[config.mk]
export PLATFORM = sky130hd
export DESIGN_NAME = hfadc_host
export DESIGN_NICKNAME = d
export VERILOG_FILES = /design/src/core/hfadc_pkg.sv /design/src/core/hfadc_host.sv
export SDC_FILE = /design/constraint.sdc
export NUM_CORES = 1
export LEC_CHECK = 0
export ABC_CLOCK_PERIOD_IN_PS = 2009
export BUFFER_PORTS_ARGS = -buffer_cell sky130_fd_sc_hd__buf_4
export CORE_ASPECT_RATIO = 0.75
export CORE_MARGIN = 2
export CORE_UTILIZATION = 48
export DETAILED_ROUTE_END_ITERATION = 10
export HOLD_SLACK_MARGIN = 0.12
export PLACE_DENSITY_LB_ADDON = 0.12
export SYNTH_ARGS = -nofsm -noshare
export SYNTH_HDL_FRONTEND = slang
export SYNTH_SLANG_ARGS = --single-unit
[constraint.sdc]
create_clock -name clk_i -period 2.01 [get_ports clk_i]
set_input_delay 0.603 -clock clk_i [delete_from_list [all_inputs] [get_ports clk_i]]
set_output_delay 0.603 -clock clk_i [all_outputs]
set_load 0.1 [all_outputs]
[src/core/hfadc_pkg.sv]
// Package for the half-flash converter host controller
package hfadc_pkg;
    // ****************************************
    // Timing
    // ****************************************
    localparam int CLK_PERIOD_NS = 4;
    localparam int SETUP_NS = 500;
    localparam int FAST_RD_NS = 600;
    localparam int CONV_NS = 700;
    localparam int WR_LOW_NS = 600;
    localparam int ACCESS_NS = 250;
    localparam int SETUP_CYC = (SETUP_NS + CLK_PERIOD_NS - 1) / CLK_PERIOD_NS;
    localparam int FAST_RD_CYC = (FAST_RD_NS + CLK_PERIOD_NS - 1) / CLK_PERIOD_NS;
    localparam int CONV_CYC = (CONV_NS + CLK_PERIOD_NS - 1) / CLK_PERIOD_NS;
    localparam int WR_LOW_CYC = (WR_LOW_NS + CLK_PERIOD_NS - 1) / CLK_PERIOD_NS;
    localparam int ACCESS_CYC = (ACCESS_NS + CLK_PERIOD_NS - 1) / CLK_PERIOD_NS;
    localparam int TIMEOUT_CYC = 1024;
    localparam int CNT_W = 11;
    // ****************************************
    // Register map
    // ****************************************
    localparam logic [3:0] ADDR_CTRL = 4'h0;
    localparam logic [3:0] ADDR_STAT = 4'h4;
    localparam logic [3:0] ADDR_DATA = 4'h8;
    localparam int CTRL_START = 0;
    localparam int CTRL_MODE = 1;
    localparam int CTRL_FAST = 2;
    localparam int STAT_BUSY = 0;
    localparam int STAT_DONE = 1;
    localparam int STAT_OVR = 2;
    localparam int STAT_TMO = 3;
    localparam logic [31:0] ZERO_WORD = 32'h0000_0000;
    localparam logic [CNT_W-1:0] CNT_ONE = 11'h001;
    localparam logic [CNT_W-1:0] CNT_ZERO = 11'h000;
    typedef enum logic [2:0] {
        HF_IDLE = 3'b000,
        HF_GAP = 3'b001,
        HF_WR_LOW = 3'b010,
        HF_WAIT = 3'b011,
        HF_RD = 3'b100,
        HF_RO_RD = 3'b101
    } hfadc_state_t;
endpackage : hfadc_pkg

[src/core/hfadc_host.sv]
// Host controller driving a half-flash ADC through its pins
//
// Implementation choices: register access over Wishbone and the register addresses.
`timescale 1ns/1ns
`default_nettype none
module hfadc_host
    import hfadc_pkg::*;
(
    // Clock, reset, enable
    input wire logic clk_i,
    input wire logic rst_i,
    input wire logic ce_i,
    // Wishbone slave
    input wire logic wb_cyc_i,
    input wire logic wb_stb_i,
    input wire logic wb_we_i,
    input wire logic [3:0] wb_adr_i,
    input wire logic [3:0] wb_sel_i,
    input wire logic [31:0] wb_dat_i,
    output logic [31:0] wb_dat_o,
    output logic wb_ack_o,
    // Converter pins
    output logic cs_n_o,
    output logic rd_n_o,
    output logic mode_o,
    output logic wr_n_o,
    output logic wr_n_oe_o,
    input wire logic rdy_n_i,
    input wire logic int_n_i,
    input wire logic overrange_n_i,
    input wire logic [7:0] result_bus_i
);
    // ****************************************
    // Pin synchronisers
    // ****************************************
    logic [10:0] sync1;
    logic [10:0] sync2;
    always_ff @(posedge clk_i) begin
        if (rst_i) begin
            sync1 <= 11'h7FF;
            sync2 <= 11'h7FF;
        end else if (ce_i) begin
            sync1 <= {rdy_n_i, int_n_i, overrange_n_i, result_bus_i};
            sync2 <= sync1;
        end
    end
    logic rdy_n_s;
    logic int_n_s;
    logic ovr_n_s;
    logic [7:0] bus_s;
    assign rdy_n_s = sync2[10];
    assign int_n_s = sync2[9];
    assign ovr_n_s = sync2[8];
    assign bus_s = sync2[7:0];

    // ****************************************
    // Registers over Wishbone
    // ****************************************
    logic req;
    logic mode;
    logic fast;
    logic busy;
    logic done;
    logic ovr;
    logic tmo;
    logic [7:0] result;
    logic start_pulse;
    logic finish;
    assign req = wb_cyc_i && wb_stb_i && !wb_ack_o;
    assign start_pulse = ce_i && req && wb_we_i && wb_sel_i[0] && (wb_adr_i == ADDR_CTRL)
                         && wb_dat_i[CTRL_START] && !busy;
    always_ff @(posedge clk_i) begin
        if (rst_i) begin
            wb_ack_o <= 1'b0;
            wb_dat_o <= ZERO_WORD;
        end else if (ce_i) begin
            wb_ack_o <= req;
            wb_dat_o <= ZERO_WORD;
            if (req && !wb_we_i) begin
                unique case (wb_adr_i)
                    ADDR_CTRL: wb_dat_o <= {29'h0, fast, mode, 1'b0};
                    ADDR_STAT: wb_dat_o <= {28'h0, tmo, ovr, done, busy};
                    ADDR_DATA: wb_dat_o <= {24'h0, result};
                    default: wb_dat_o <= ZERO_WORD;
                endcase
            end
        end
    end
    always_ff @(posedge clk_i) begin
        if (rst_i) begin
            mode <= 1'b1;
            fast <= 1'b0;
        end else if (ce_i && req && wb_we_i && wb_sel_i[0] && wb_adr_i == ADDR_CTRL && !busy) begin
            mode <= wb_dat_i[CTRL_MODE];
            fast <= wb_dat_i[CTRL_FAST];
        end
    end
    // Done: set wins over clear by a status read
    always_ff @(posedge clk_i) begin
        if (rst_i) begin
            done <= 1'b0;
        end else if (ce_i) begin
            if (finish) begin
                done <= 1'b1;
            end else if (req && !wb_we_i && wb_adr_i == ADDR_STAT) begin
                done <= 1'b0;
            end
        end
    end

    // ****************************************
    // Conversion sequencer
    // ****************************************
    hfadc_state_t state;
    logic [CNT_W-1:0] cnt;
    logic [CNT_W-1:0] gap;
    function automatic logic [CNT_W-1:0] cyc_of(input int n);
        cyc_of = CNT_W'(n);
    endfunction : cyc_of
    assign busy = (state != HF_IDLE);
    // Only a completed read finishes; a timeout never latches a result
    assign finish = ce_i && (state == HF_RD) && (cnt == CNT_ONE);
    always_ff @(posedge clk_i) begin
        if (rst_i) begin
            state <= HF_IDLE;
            cnt <= CNT_ZERO;
            cs_n_o <= 1'b1;
            rd_n_o <= 1'b1;
            wr_n_o <= 1'b1;
            tmo <= 1'b0;
        end else if (ce_i) begin
            if (cnt != CNT_ZERO) begin
                cnt <= cnt - CNT_ONE;
            end
            unique case (state)
                HF_IDLE: begin
                    if (start_pulse) begin
                        tmo <= 1'b0;
                        state <= HF_GAP;
                    end
                end
                HF_GAP: begin
                    if (gap == CNT_ZERO) begin
                        cs_n_o <= 1'b0;
                        if (mode) begin
                            wr_n_o <= 1'b0;
                            cnt <= cyc_of(WR_LOW_CYC);
                            state <= HF_WR_LOW;
                        end else begin
                            rd_n_o <= 1'b0;
                            cnt <= cyc_of(TIMEOUT_CYC);
                            state <= HF_RO_RD;
                        end
                    end
                end
                HF_WR_LOW: begin
                    if (cnt == CNT_ZERO) begin
                        wr_n_o <= 1'b1;
                        cnt <= fast ? cyc_of(FAST_RD_CYC) : cyc_of(TIMEOUT_CYC);
                        state <= HF_WAIT;
                    end
                end
                HF_WAIT: begin
                    if ((fast && cnt == CNT_ZERO) || (!fast && !int_n_s)) begin
                        rd_n_o <= 1'b0;
                        cnt <= cyc_of(ACCESS_CYC + 2);
                        state <= HF_RD;
                    end else if (!fast && cnt == CNT_ZERO) begin
                        tmo <= 1'b1;
                        cs_n_o <= 1'b1;
                        state <= HF_IDLE;
                    end
                end
                HF_RO_RD: begin
                    if (rdy_n_s && cnt < cyc_of(TIMEOUT_CYC - 4)) begin
                        cnt <= cyc_of(ACCESS_CYC + 2);
                        state <= HF_RD;
                    end else if (cnt == CNT_ZERO) begin
                        tmo <= 1'b1;
                        cs_n_o <= 1'b1;
                        rd_n_o <= 1'b1;
                        state <= HF_IDLE;
                    end
                end
                HF_RD: begin
                    if (cnt == CNT_ONE) begin
                        rd_n_o <= 1'b1;
                        cs_n_o <= 1'b1;
                        state <= HF_IDLE;
                    end
                end
                default: state <= HF_IDLE;
            endcase
        end
    end
    // Read-to-write spacing
    always_ff @(posedge clk_i) begin
        if (rst_i) begin
            gap <= CNT_ZERO;
        end else if (ce_i) begin
            if (finish) begin
                gap <= cyc_of(SETUP_CYC);
            end else if (gap != CNT_ZERO) begin
                gap <= gap - CNT_ONE;
            end
        end
    end
    always_ff @(posedge clk_i) begin
        if (rst_i) begin
            result <= 8'h00;
            ovr <= 1'b0;
        end else if (finish) begin
            result <= bus_s;
            ovr <= !ovr_n_s;
        end
    end
    assign mode_o = mode;
    assign wr_n_oe_o = mode;

    // ****************************************
    // Assertions
    // ****************************************
    property p_gap;
        @(posedge clk_i) disable iff (rst_i)
        finish |=> (gap == cyc_of(SETUP_CYC));
    endproperty
    a_gap: assert property (p_gap) else $error("read-to-write gap not loaded");
    property p_wrgap;
        @(posedge clk_i) disable iff (rst_i)
        $fell(wr_n_o) |-> $past(gap) == CNT_ZERO;
    endproperty
    a_wrgap: assert property (p_wrgap) else $error("write started inside read-to-write gap");
    property p_wrlow;
        @(posedge clk_i) disable iff (rst_i)
        ce_i && $fell(wr_n_o) |=> !wr_n_o [*8];
    endproperty
    a_wrlow: assert property (p_wrlow) else $error("write pulse too short");
    property p_fast;
        @(posedge clk_i) disable iff (rst_i)
        $fell(rd_n_o) && mode |-> $past(state) == HF_WAIT;
    endproperty
    a_fast: assert property (p_fast) else $error("read before wait");
    property p_sel;
        @(posedge clk_i) disable iff (rst_i)
        (!rd_n_o || !wr_n_o) |-> !cs_n_o;
    endproperty
    a_sel: assert property (p_sel) else $error("strobe without select");
    property p_ro;
        @(posedge clk_i) disable iff (rst_i)
        !mode_o && busy |-> wr_n_o;
    endproperty
    a_ro: assert property (p_ro) else $error("write in read-only mode");
    property p_oe;
        @(posedge clk_i) disable iff (rst_i)
        busy && $past(busy) |-> wr_n_oe_o == mode_o && $stable(mode_o);
    endproperty
    a_oe: assert property (p_oe) else $error("ready pin driven");
    property p_fin;
        @(posedge clk_i) disable iff (rst_i)
        finish |=> rd_n_o && cs_n_o && done;
    endproperty
    a_fin: assert property (p_fin) else $error("read not released");
    property p_rohold;
        @(posedge clk_i) disable iff (rst_i)
        state == HF_RO_RD |-> !rd_n_o && !cs_n_o;
    endproperty
    a_rohold: assert property (p_rohold) else $error("read released before ready");
    property p_intwait;
        @(posedge clk_i) disable iff (rst_i)
        $fell(rd_n_o) && mode_o && !fast |-> !$past(int_n_s);
    endproperty
    a_intwait: assert property (p_intwait) else $error("read before completion");
    property p_ack;
        @(posedge clk_i) disable iff (rst_i)
        ce_i && req |=> wb_ack_o;
    endproperty
    a_ack: assert property (p_ack) else $error("bus not acked");
    c_wr: cover property (@(posedge clk_i) $rose(wr_n_o) && mode_o);
    c_ro: cover property (@(posedge clk_i) finish && !mode_o);
    c_fast: cover property (@(posedge clk_i) finish && fast);
    c_tmo: cover property (@(posedge clk_i) $rose(tmo));
    c_ovr: cover property (@(posedge clk_i) finish && !ovr_n_s);
endmodule : hfadc_host
`default_nettype wire

==> results.md, run 1 <==
* First-pass DRT Iterations at 5
* # fillers at 610
* Fmax at 472 MHz
* Critical Path Sink Type: flip-flop
* Unrepaired setup endpoints after global routing: yes
* Total GRT Usage at 0.265
* Final hold vios at 0
* Clk slew on worst S/H paths at 80 ps
* ANT cells at 0
* Sequential element share of the synthesized area at 0.381
* Core footprint at 7500 um^2
* Starting density of the core at 0.504
* DIE AREA at 8610 um^2
* Main combinational cell family by area after synthesis: simple AND/OR/NAND/NOR gates
* CTS tree: done
* Arr. time, crit path at 2380 ps
* Setup TNS at -724 ps
* Finish-stage setup viols at 12
* Post-synthesis compound-gate area fraction at 0.170
* Worst setup SP type: flip-flop
* H-tree levels at 3
* Pins over their slew limit at 0
* Post-synthesis mux area share at 0.0715
* Row cnt at 27
* Starting DRT DRC Count at 277
* #FFs+latches synth at 72
* Synth cell types at 66
* Sw Ratio at 0.372
* WP data required at 2270 ps
* Worst-case clock skew at 15.2 ps
* Die width at 107 um
* CTS root buf: clkbuf_8
* # port buffers at 38
* Antenna Violating Nets Remaining at 0
* Simple-gate share of the synthesized area at 0.249
* Xor/xnor share of the synthesized area at 0.0208
* Crit path time final at 2120 ps
* Synth Flop Type: dfxtp_1
* Failing checks: negative setup slack
* Sequential cell area at 1460 um^2
* Crit path kind: reg2reg
* Die Y-Extent at 80.9 um
* RD Place Congestion at 0.912
* CP Max Fanout at 3
* First-pass GRT wire length at 18000 um
* Cell Pwr Density at 1180 nW/um^2
* Initial antenna violation count at 0
* CTS Sinks at 72
* Skew-Pair Late Insertion Delay at 350 ps
* Syn Inst Count at 452
* Post-synth ARST share at 0
* Largest area contributor in the netlist: dfxtp_1
* Vias per std cell at 5.46
* Avg Inst Size Synth at 8.37 um^2
* Wirelength per Cell at 16.1 um
* Ports at 95
* Maxcap violations at 0
* Synthesis-to-layout area growth at 41.6%
* Mapped cell area at 3780 um^2
* Flop pwr share at 0.287
* Status: finished, violations left
* Synth warn at 0
* Lkg Pwr at 0.00231 uW
* Area of the multi-input gates at 2390 um^2
* Inserted Clock Buffers at 9
* DRC viols at 0
* Net switching power at 2360 uW
* Hold_ws at 456 ps
* Vias in the first global route at 3578
* Post-synth EDFFs at 0
* Share of layout cells above drive strength 1 at 0.391
* Nets at 646
* Largest net degree at the start of global routing at 24
* Fin worst setup slack at -110 ps
* Fin crit share at 1.05
* Max IR drop VDD at 0.609 mV
* Fin util at 0.714
* Hold Crit Class: reg2reg
* Synth Area in Adders at 0.0165
* Vias at 3761
* Final WL at 11100 um
* Top-area cell type share of the netlist area at 0.381
* Total grt overflow at 0
* Synth top area cells: dfxtp_1 38%, mux2i_1 7.1%, nand2_1 6.4%
* Int Pwr at 3970 uW
* Clock share of power at 0.202
* Combinational power share at 0.511
* HPWL Detailed at 7880 um
* Clk buf depth at 2
metal layers:
metal  vias up  track usage  wire, um
met5         -            0         0
li1       1826            -         -
met1      1776        0.368      5230
met2       143        0.403      4910
met4         0       0.0740       122
met3        16       0.0778       816
worst max-delay path, cell delays in order (launching register included):
cell	delay, ps
dfxtp_2	350
buf_6	110
or4_4	550
or3_4	350
or3_4	340
a21oi_2	140
nor2_1	60
a211oi_2	130
cells by family after synthesis:
| group | count (synthesis) |
|---|---|
| compound gates | 99 |
| xor+xnor | 9 |
| fa+ha+maj | 5 |
| buf+inv | 58 |
| flops | 72 |
| mux | 27 |
| other cells | 1 |
| simple gates | 181 |
power by group through the flow:
stage | combinational (uW) | sequential [uW] | clock (uW)
floorplan | 1520 | 1810 | 0
global placement | 2530 | 1790 | 0
detailed placement | 2580 | 1800 | 0
CTS | 2870 | 1780 | 1300
global route | 3520 | 1840 | 1350
finish | 3240 | 1820 | 1280
layout by cell type (no fill, tap or decap), drive strengths merged, types with 5 or more instances in the layout:
cell type / instances
inv: 12
mux2i: 27
or3: 9
nand3: 6
nor2b: 7
dfxtp: 72
nor3: 12
a31oi: 7
a21oi: 32
o21ai: 16
nor2: 38
nand2: 64
xnor2: 5
a22oi: 9
ha: 5
conb: 24
o211ai: 6
nand4: 6
nor4: 10
buf: 143
clkbuf: 10
worst paths after layout:
check                                from   endpoint  slack, ps  cells after the start
worst min register to register  result[1]  result[1]        460                      2
worst min-delay path            result[1]  result[1]        460                      2
worst max-delay path               cnt[0]     cnt[7]       -110                      7
worst max register to register     cnt[0]     cnt[7]       -110                      7
through the flow:
step / power, uW / instances / setup slack [ps] / area (um^2)
floorplan: 3330 / 475 / -38.2 / 3890
global placement: 4320 / 658 / -231 / 4680
detailed placement: 4380 / 658 / -286 / 4680
CTS: 5960 / 682 / -130 / 5130
global route: 6710 / 689 / -185 / 5360
finish: 6330 / 689 / -110 / 5360
cell usage after synthesis (3+ instances only):
master / n
and3b_1: 3
xnor2_1: 5
nor2_1: 38
or3b_2: 3
o21a_1: 3
nand3_1: 6
o32ai_1: 3
o21ai_0: 14
nor3_1: 11
clkbuf_1: 13
a21oi_1: 32
nor2b_1: 7
o211ai_1: 6
a31oi_1: 7
buf_4: 26
or3_1: 8
nor4_2: 3
nand2_1: 64
nand4_1: 6
o211a_1: 3
mux2i_1: 27
or4_4: 3
or2_2: 4
dfxtp_1: 72
a22oi_1: 9
nor4_1: 7
ha_1: 5
a211oi_1: 3
inv_1: 11
xor2_1: 4
registers in the layout, indices dropped and copies added (netlist names), 3 cells and up:
register and cells:
sync2 11, state 3, sync1 11, gap 11, result 8, wb_dat_o 8
cnt 11
area by class of cell:
cell class	instances	share of cell area
Tap cell	101	0.0236
Multi-Input combinational cell	345	0.447
Inverter	13	0.00911
Clock inverter	5	0.0152
Timing Repair Buffer	143	0.208
Clock buffer	10	0.0257
Sequential cell	72	0.272
repair_timing:
action	CTS	global route
setup buffers	10	7
pin swaps	21	27
gates resized for setup	41	37
hold buffers	0	0
setup endpoints to repair	16	19
Note: power is estimated with default switching activity, not from simulation.
==> run 2: changes to the inputs <==
MAX_ROUTING_LAYER = met4   (was unset)
==> run 2 against run 1 <==
Net effect:
- count of clock-buffer cells in the layout is the same
- utilization shrank 0.18 points
- critical path type unchanged
- via count grew 2.4%
- power shrank 0.69%
- sequential share of layout area grew 0.14 points
- the flow still finishes with violations (negative setup slack)
- critical path depth grew 2
- sequential cell count is the same
- largest power group unchanged
- first-iteration DRC count grew 40%
- maximum frequency shrank 7.4%
- clock power shrank 5%
- non-clock buffer count shrank 1
==> results.md, run 2 (same netlist as run 1, synthesis figures left out) <==
* Clk buf depth at 2
* DRC viols at 0
* Ports at 95
* R2R Path End: cs_n_o
* ANT cells at 0
* Fin crit share at 1.14
* Crit path kind: reg2reg
* R2R cell count at 9
* Critical Path Sink Type: flip-flop
* CTS root buf: clkbuf_8
* Worst setup SP type: flip-flop
* FF-to-FF setup slack at -280 ps
* Finish-stage setup viols at 16
* Status: finished, violations left
* Final WL at 11300 um
* Crit-path leading delay family: simple AND/OR/NAND/NOR gates
* Design Power at 6290 uW
* Worst-case clock skew at 9.16 ps
* Dpl cell area at 4690 um^2
* Inserted Clock Buffers at 9
* Antenna Violating Nets Remaining at 0
* Unrepaired setup endpoints after global routing: yes
* Commonest cells after routing, fill and taps aside: 131 x buf_4, 64 x nand2_1, 61 x dfxtp_1, 38 x nor2_1, 27 x mux2i_1
* Arr. time, crit path at 2550 ps
* # port buffers at 38
* Setup TNS at -2150 ps
* Die Y-Extent at 80.9 um
* Area of the multi-input gates at 2400 um^2
* Crit path cell chain: or4_4 > nor3_4 > buf_6 > buf_6 > a21oi_4 > buf_6 > nor4_4 > nor3_2 > a31oi_1
* Sequential cell area at 1460 um^2
* Vias at 3850
* Row cnt at 27
* CP Buf/Inv Count at 3
* Skew-Pair Late Insertion Delay at 350 ps
* Critical-path top delay cell: or4_4
* Synthesis-to-layout area growth at 41.3%
* Hold depth at 3
* Core footprint at 7500 um^2
* Pins over their slew limit at 0
* RD Place Congestion at 0.953
* Min-Delay Endpoint: sync1[3]
* Slowest stage delay, CP at 570 ps
* Clk slew on worst S/H paths at 90 ps
* Cell Pwr Density at 1180 nW/um^2
* Layout Cell Area excl Fill at 5340 um^2
* CTS tree: done
* Total grt overflow at 0
* Starting density of the core at 0.504
* Vias in the first global route at 3582
* CP dominant cell by count: buf_6
* Crit path time final at 2290 ps
* CTS Sinks at 72
* Hold Crit Class: in2reg
* Fin worst setup slack at -280 ps
* Hold Path Origin: result_bus_i[3]
* Total GRT Usage at 0.271
* First-pass DRT Iterations at 5
* HPWL Detailed at 8010 um
* Largest net degree at the start of global routing at 24
* Commonest non-fill, non-tap cell in the layout: buf_4
* Maxcap violations at 0
* CP Max Fanout at 5
* Die width at 107 um
* Worst R2R Start: cnt[7]
* # fillers at 615
* Wirelength per Cell at 16.5 um
* Starting DRT DRC Count at 388
* Max IR drop VDD at 0.678 mV
* Failing checks: negative setup slack
* Initial antenna violation count at 0
* DIE AREA at 8610 um^2
* First-pass GRT wire length at 17700 um
* Final hold vios at 0
* CTS Hold Bufs at 0
* Share of layout cells above drive strength 1 at 0.393
* Lkg Pwr at 0.00230 uW
* Nets at 645
* WP data required at 2280 ps
* H-tree levels at 3
* Fmax at 437 MHz
* Vias per std cell at 5.59
## run 2: changes by cell type in the layout (fill, tap and decap cells not counted), sizes merged
cell	previous run	this run
bufinv	2	1
clkinvlp	1	2
inv	12	13
buf	143	142
## run 2: metrics by stage
step	setup slack [ps]	hold slack [ps]	cells	utilization
after floorplan	-38.2	431	475	-
after global routing	-310	459	689	0.713
after detailed placement	-272	452	660	0.626
final	-280	464	689	0.713
after global placement	-221	443	660	0.626
after CTS	-158	454	684	0.676
## run 2: timing repair
item,4_1_cts,5_1_grt
pin swaps,18,28
gates resized for setup,24,57
setup buffers,8,6
endpoints found under the setup margin,17,20
## run 2: power breakdown
| part | switching [uW] | leakage (uW) | internal, uW |
|---|---|---|---|
| Clock | 594 | 0.0000989 | 612 |
| Sequential | 188 | 0.000592 | 1630 |
| Combinational | 1650 | 0.00161 | 1610 |
| Total | 2440 | 0.00230 | 3850 |
## run 2: worst max-delay path by stage
stage	from	to	slack [ps]	cells after the start
final	cnt[7]	cs_n_o	-280	9
after global routing	cnt[7]	state[2]	-310	8
after CTS	cnt[3]	cnt[3]	-160	7
after detailed placement	wb_adr_i[3]	wr_n_o	-270	8
after global placement	wb_adr_i[3]	wr_n_o	-220	8
after floorplan	cnt[9]	cnt[1]	-40	6
## run 2: tightest hold or removal path, stage by stage
cell and delay, ps:
buf_4 80, mux2i_1 50, nand2_1 50
## run 2: cell type report
class / count / share of cell area
multi-input combinational: 345 / 0.448
sequential: 72 / 0.273
timing repair buffer: 142 / 0.207
clock buffer: 10 / 0.0258
tap: 101 / 0.0236
clock inverter: 6 / 0.0126
inverter: 13 / 0.00913
## run 2: routing by layer
layer / wire [um] / global-route usage / vias up / part of all wire
met4: 139 / 0.0753 / 0 / 0.012
met2: 4930 / 0.410 / 181 / 0.43
met1: 5360 / 0.375 / 1819 / 0.47
met3: 902 / 0.0498 / 15 / 0.080
met5: 0 / - / - / 0
li1: - / - / 1835 / -
==> run 3: changes to the inputs <==
BUFFER_PORTS_ARGS = -buffer_cell sky130_fd_sc_hd__buf_2   (was -buffer_cell sky130_fd_sc_hd__buf_4)
PLACE_DENSITY = 0.81   (was unset)
PLACE_DENSITY_LB_ADDON = unset   (was 0.12)
==> run 3 against run 2 <==
Net effect:
- the run still ends with negative setup slack left
- register-to-register slack better by 40 ps
- global-route usage is 1.3 points lower
- worst setup slack better by 36 ps
- combinational power is 7.3% lower
- utilization is 3.4 points lower
- count of clock-buffer cells in the layout is 1 lower
- sequential power hardly changed
- sequential share of layout area is 1.3 points higher
- die area stayed put
- first-iteration DRC count is 16% lower
- critical path depth is 2 lower
- largest power group unchanged
==> results.md, run 3 (same netlist as run 1, synthesis figures left out) <==
* Count of non-filler cells in the finished layout at 673
* Dpl cell area at 4510 um^2
* Crit path kind: reg2reg
* Row cnt at 27
* Commonest non-fill, non-tap cell in the layout: buf_4
* Inserted Clock Buffers at 9
* Maxcap violations at 0
* Final WL at 11200 um
* Pins over their slew limit at 0
* Status: finished, violations left
* Ports at 95
* Clk slew on worst S/H paths at 90 ps
* H-tree levels at 3
* Starting DRT DRC Count at 325
* Final hold vios at 0
* First-pass GRT wire length at 16700 um
* Fin crit share at 1.12
* Die width at 107 um
* Core footprint at 7500 um^2
* Starting density of the core at 0.504
* Crit path time final at 2250 ps
* # port buffers at 38
* DRC viols at 0
* Fin util at 0.679
* Antenna Violating Nets Remaining at 0
* Vias in the first global route at 3396
* Arr. time, crit path at 2500 ps
* Largest net degree at the start of global routing at 35
* # fillers at 584
* Initial antenna violation count at 0
* Worst setup SP type: flip-flop
* CTS Hold Bufs at 0
* Share of layout cells above drive strength 1 at 0.374
* Clk buf depth at 2
* ANT cells at 0
* Skew-Pair Late Insertion Delay at 370 ps
* Total GRT Usage at 0.259
* Wirelength per Cell at 16.6 um
* Die Y-Extent at 80.9 um
* Max IR drop VDD at 0.611 mV
* CP Max Fanout at 5
* Vias per std cell at 5.69
* Finish-stage setup viols at 13
* Worst-case clock skew at 4.66 ps
* Lkg Pwr at 0.00217 uW
* Slew of the pin with the lowest slew margin at 529 ps
* Vias at 3829
* Unrepaired setup endpoints after global routing: yes
* CTS Sinks at 72
* Critical Path Sink Type: flip-flop
* Relative slew slack at 0.647
* DP Cell Count at 649
* Commonest cells after routing, fill and taps aside: 81 x buf_4, 64 x nand2_1, 60 x dfxtp_1, 38 x buf_2, 36 x nor2_1
* Fmax at 444 MHz
* Nets at 629
* WP data required at 2260 ps
* Failing checks: negative setup slack
* Hold Crit Class: in2reg
* Fin worst setup slack at -243 ps
* HPWL Detailed at 7780 um
* First-pass DRT Iterations at 5
* RD Place Congestion at 0.931
* Layout Cell Area excl Fill at 5090 um^2
* CTS root buf: clkbuf_8
* DIE AREA at 8610 um^2
* Total grt overflow at 0
* CTS tree: done
* Cell Pwr Density at 1170 nW/um^2
* Synthesis-to-layout area growth at 34.6%
[run 3: per-layer routing]
layer  track usage  wire length, um  vias to the layer above
met5             -                0                        -
met4        0.0740              179                        0
li1              -                -                     1796
met1         0.343             4890                     1811
met3        0.0634              950                       22
met2         0.396             5190                      200
[run 3: worst paths after layout]
check | start | end | slack [ps] | cells after the start
max | cnt[2] | state[2] | -240 | 7
min | rdy_n_i | sync1[10] | 450 | 3
max reg2reg | cnt[2] | state[2] | -240 | 7
min reg2reg | result[5] | result[5] | 460 | 2
[run 3: cell type report]
class                           count  area, um^2  share of cell area
Inverter                           13        48.8             0.00958
Clock buffer                        9         124              0.0243
Timing Repair Buffer              126         877               0.172
Sequential cell                    72        1460               0.287
Clock inverter                      7        60.1              0.0118
Tap cell                          101         126              0.0248
Multi-Input combinational cell    345        2400               0.471
[run 3: power breakdown]
group          internal (uW)  switching (uW)  total (uW)
logic                   1420            1610        3030
registers               1630             170        1800
clock network            469             650        1120
[run 3: critical path, stage by stage, from the launching register on]
cell      delay [ps]
dfxtp_2          330
or4_4            570
nor3_4           340
buf_4            190
a21oi_2           70
nor3_2           140
o211ai_1         150
o32ai_1          370
[run 3: metrics by stage]
step	setup slack (ps)	hold slack (ps)	setup TNS, ps	total power [uW]
2_1_floorplan	-38.2	431	-80.3	3330
3_3_place_gp	-278	445	-2380	4180
3_5_place_dp	-311	454	-3360	4290
4_1_cts	-134	436	-1070	5500
5_1_grt	-306	448	-3030	6300
6_report	-243	446	-1920	5950
[run 3: timing repair]
item | in CTS | in global routing
endpoints found under the setup margin | 18 | 24
pin swaps | 6 | 24
setup buffers | 0 | 9
cloned | 0 | 0
resized for setup | 27 | 48
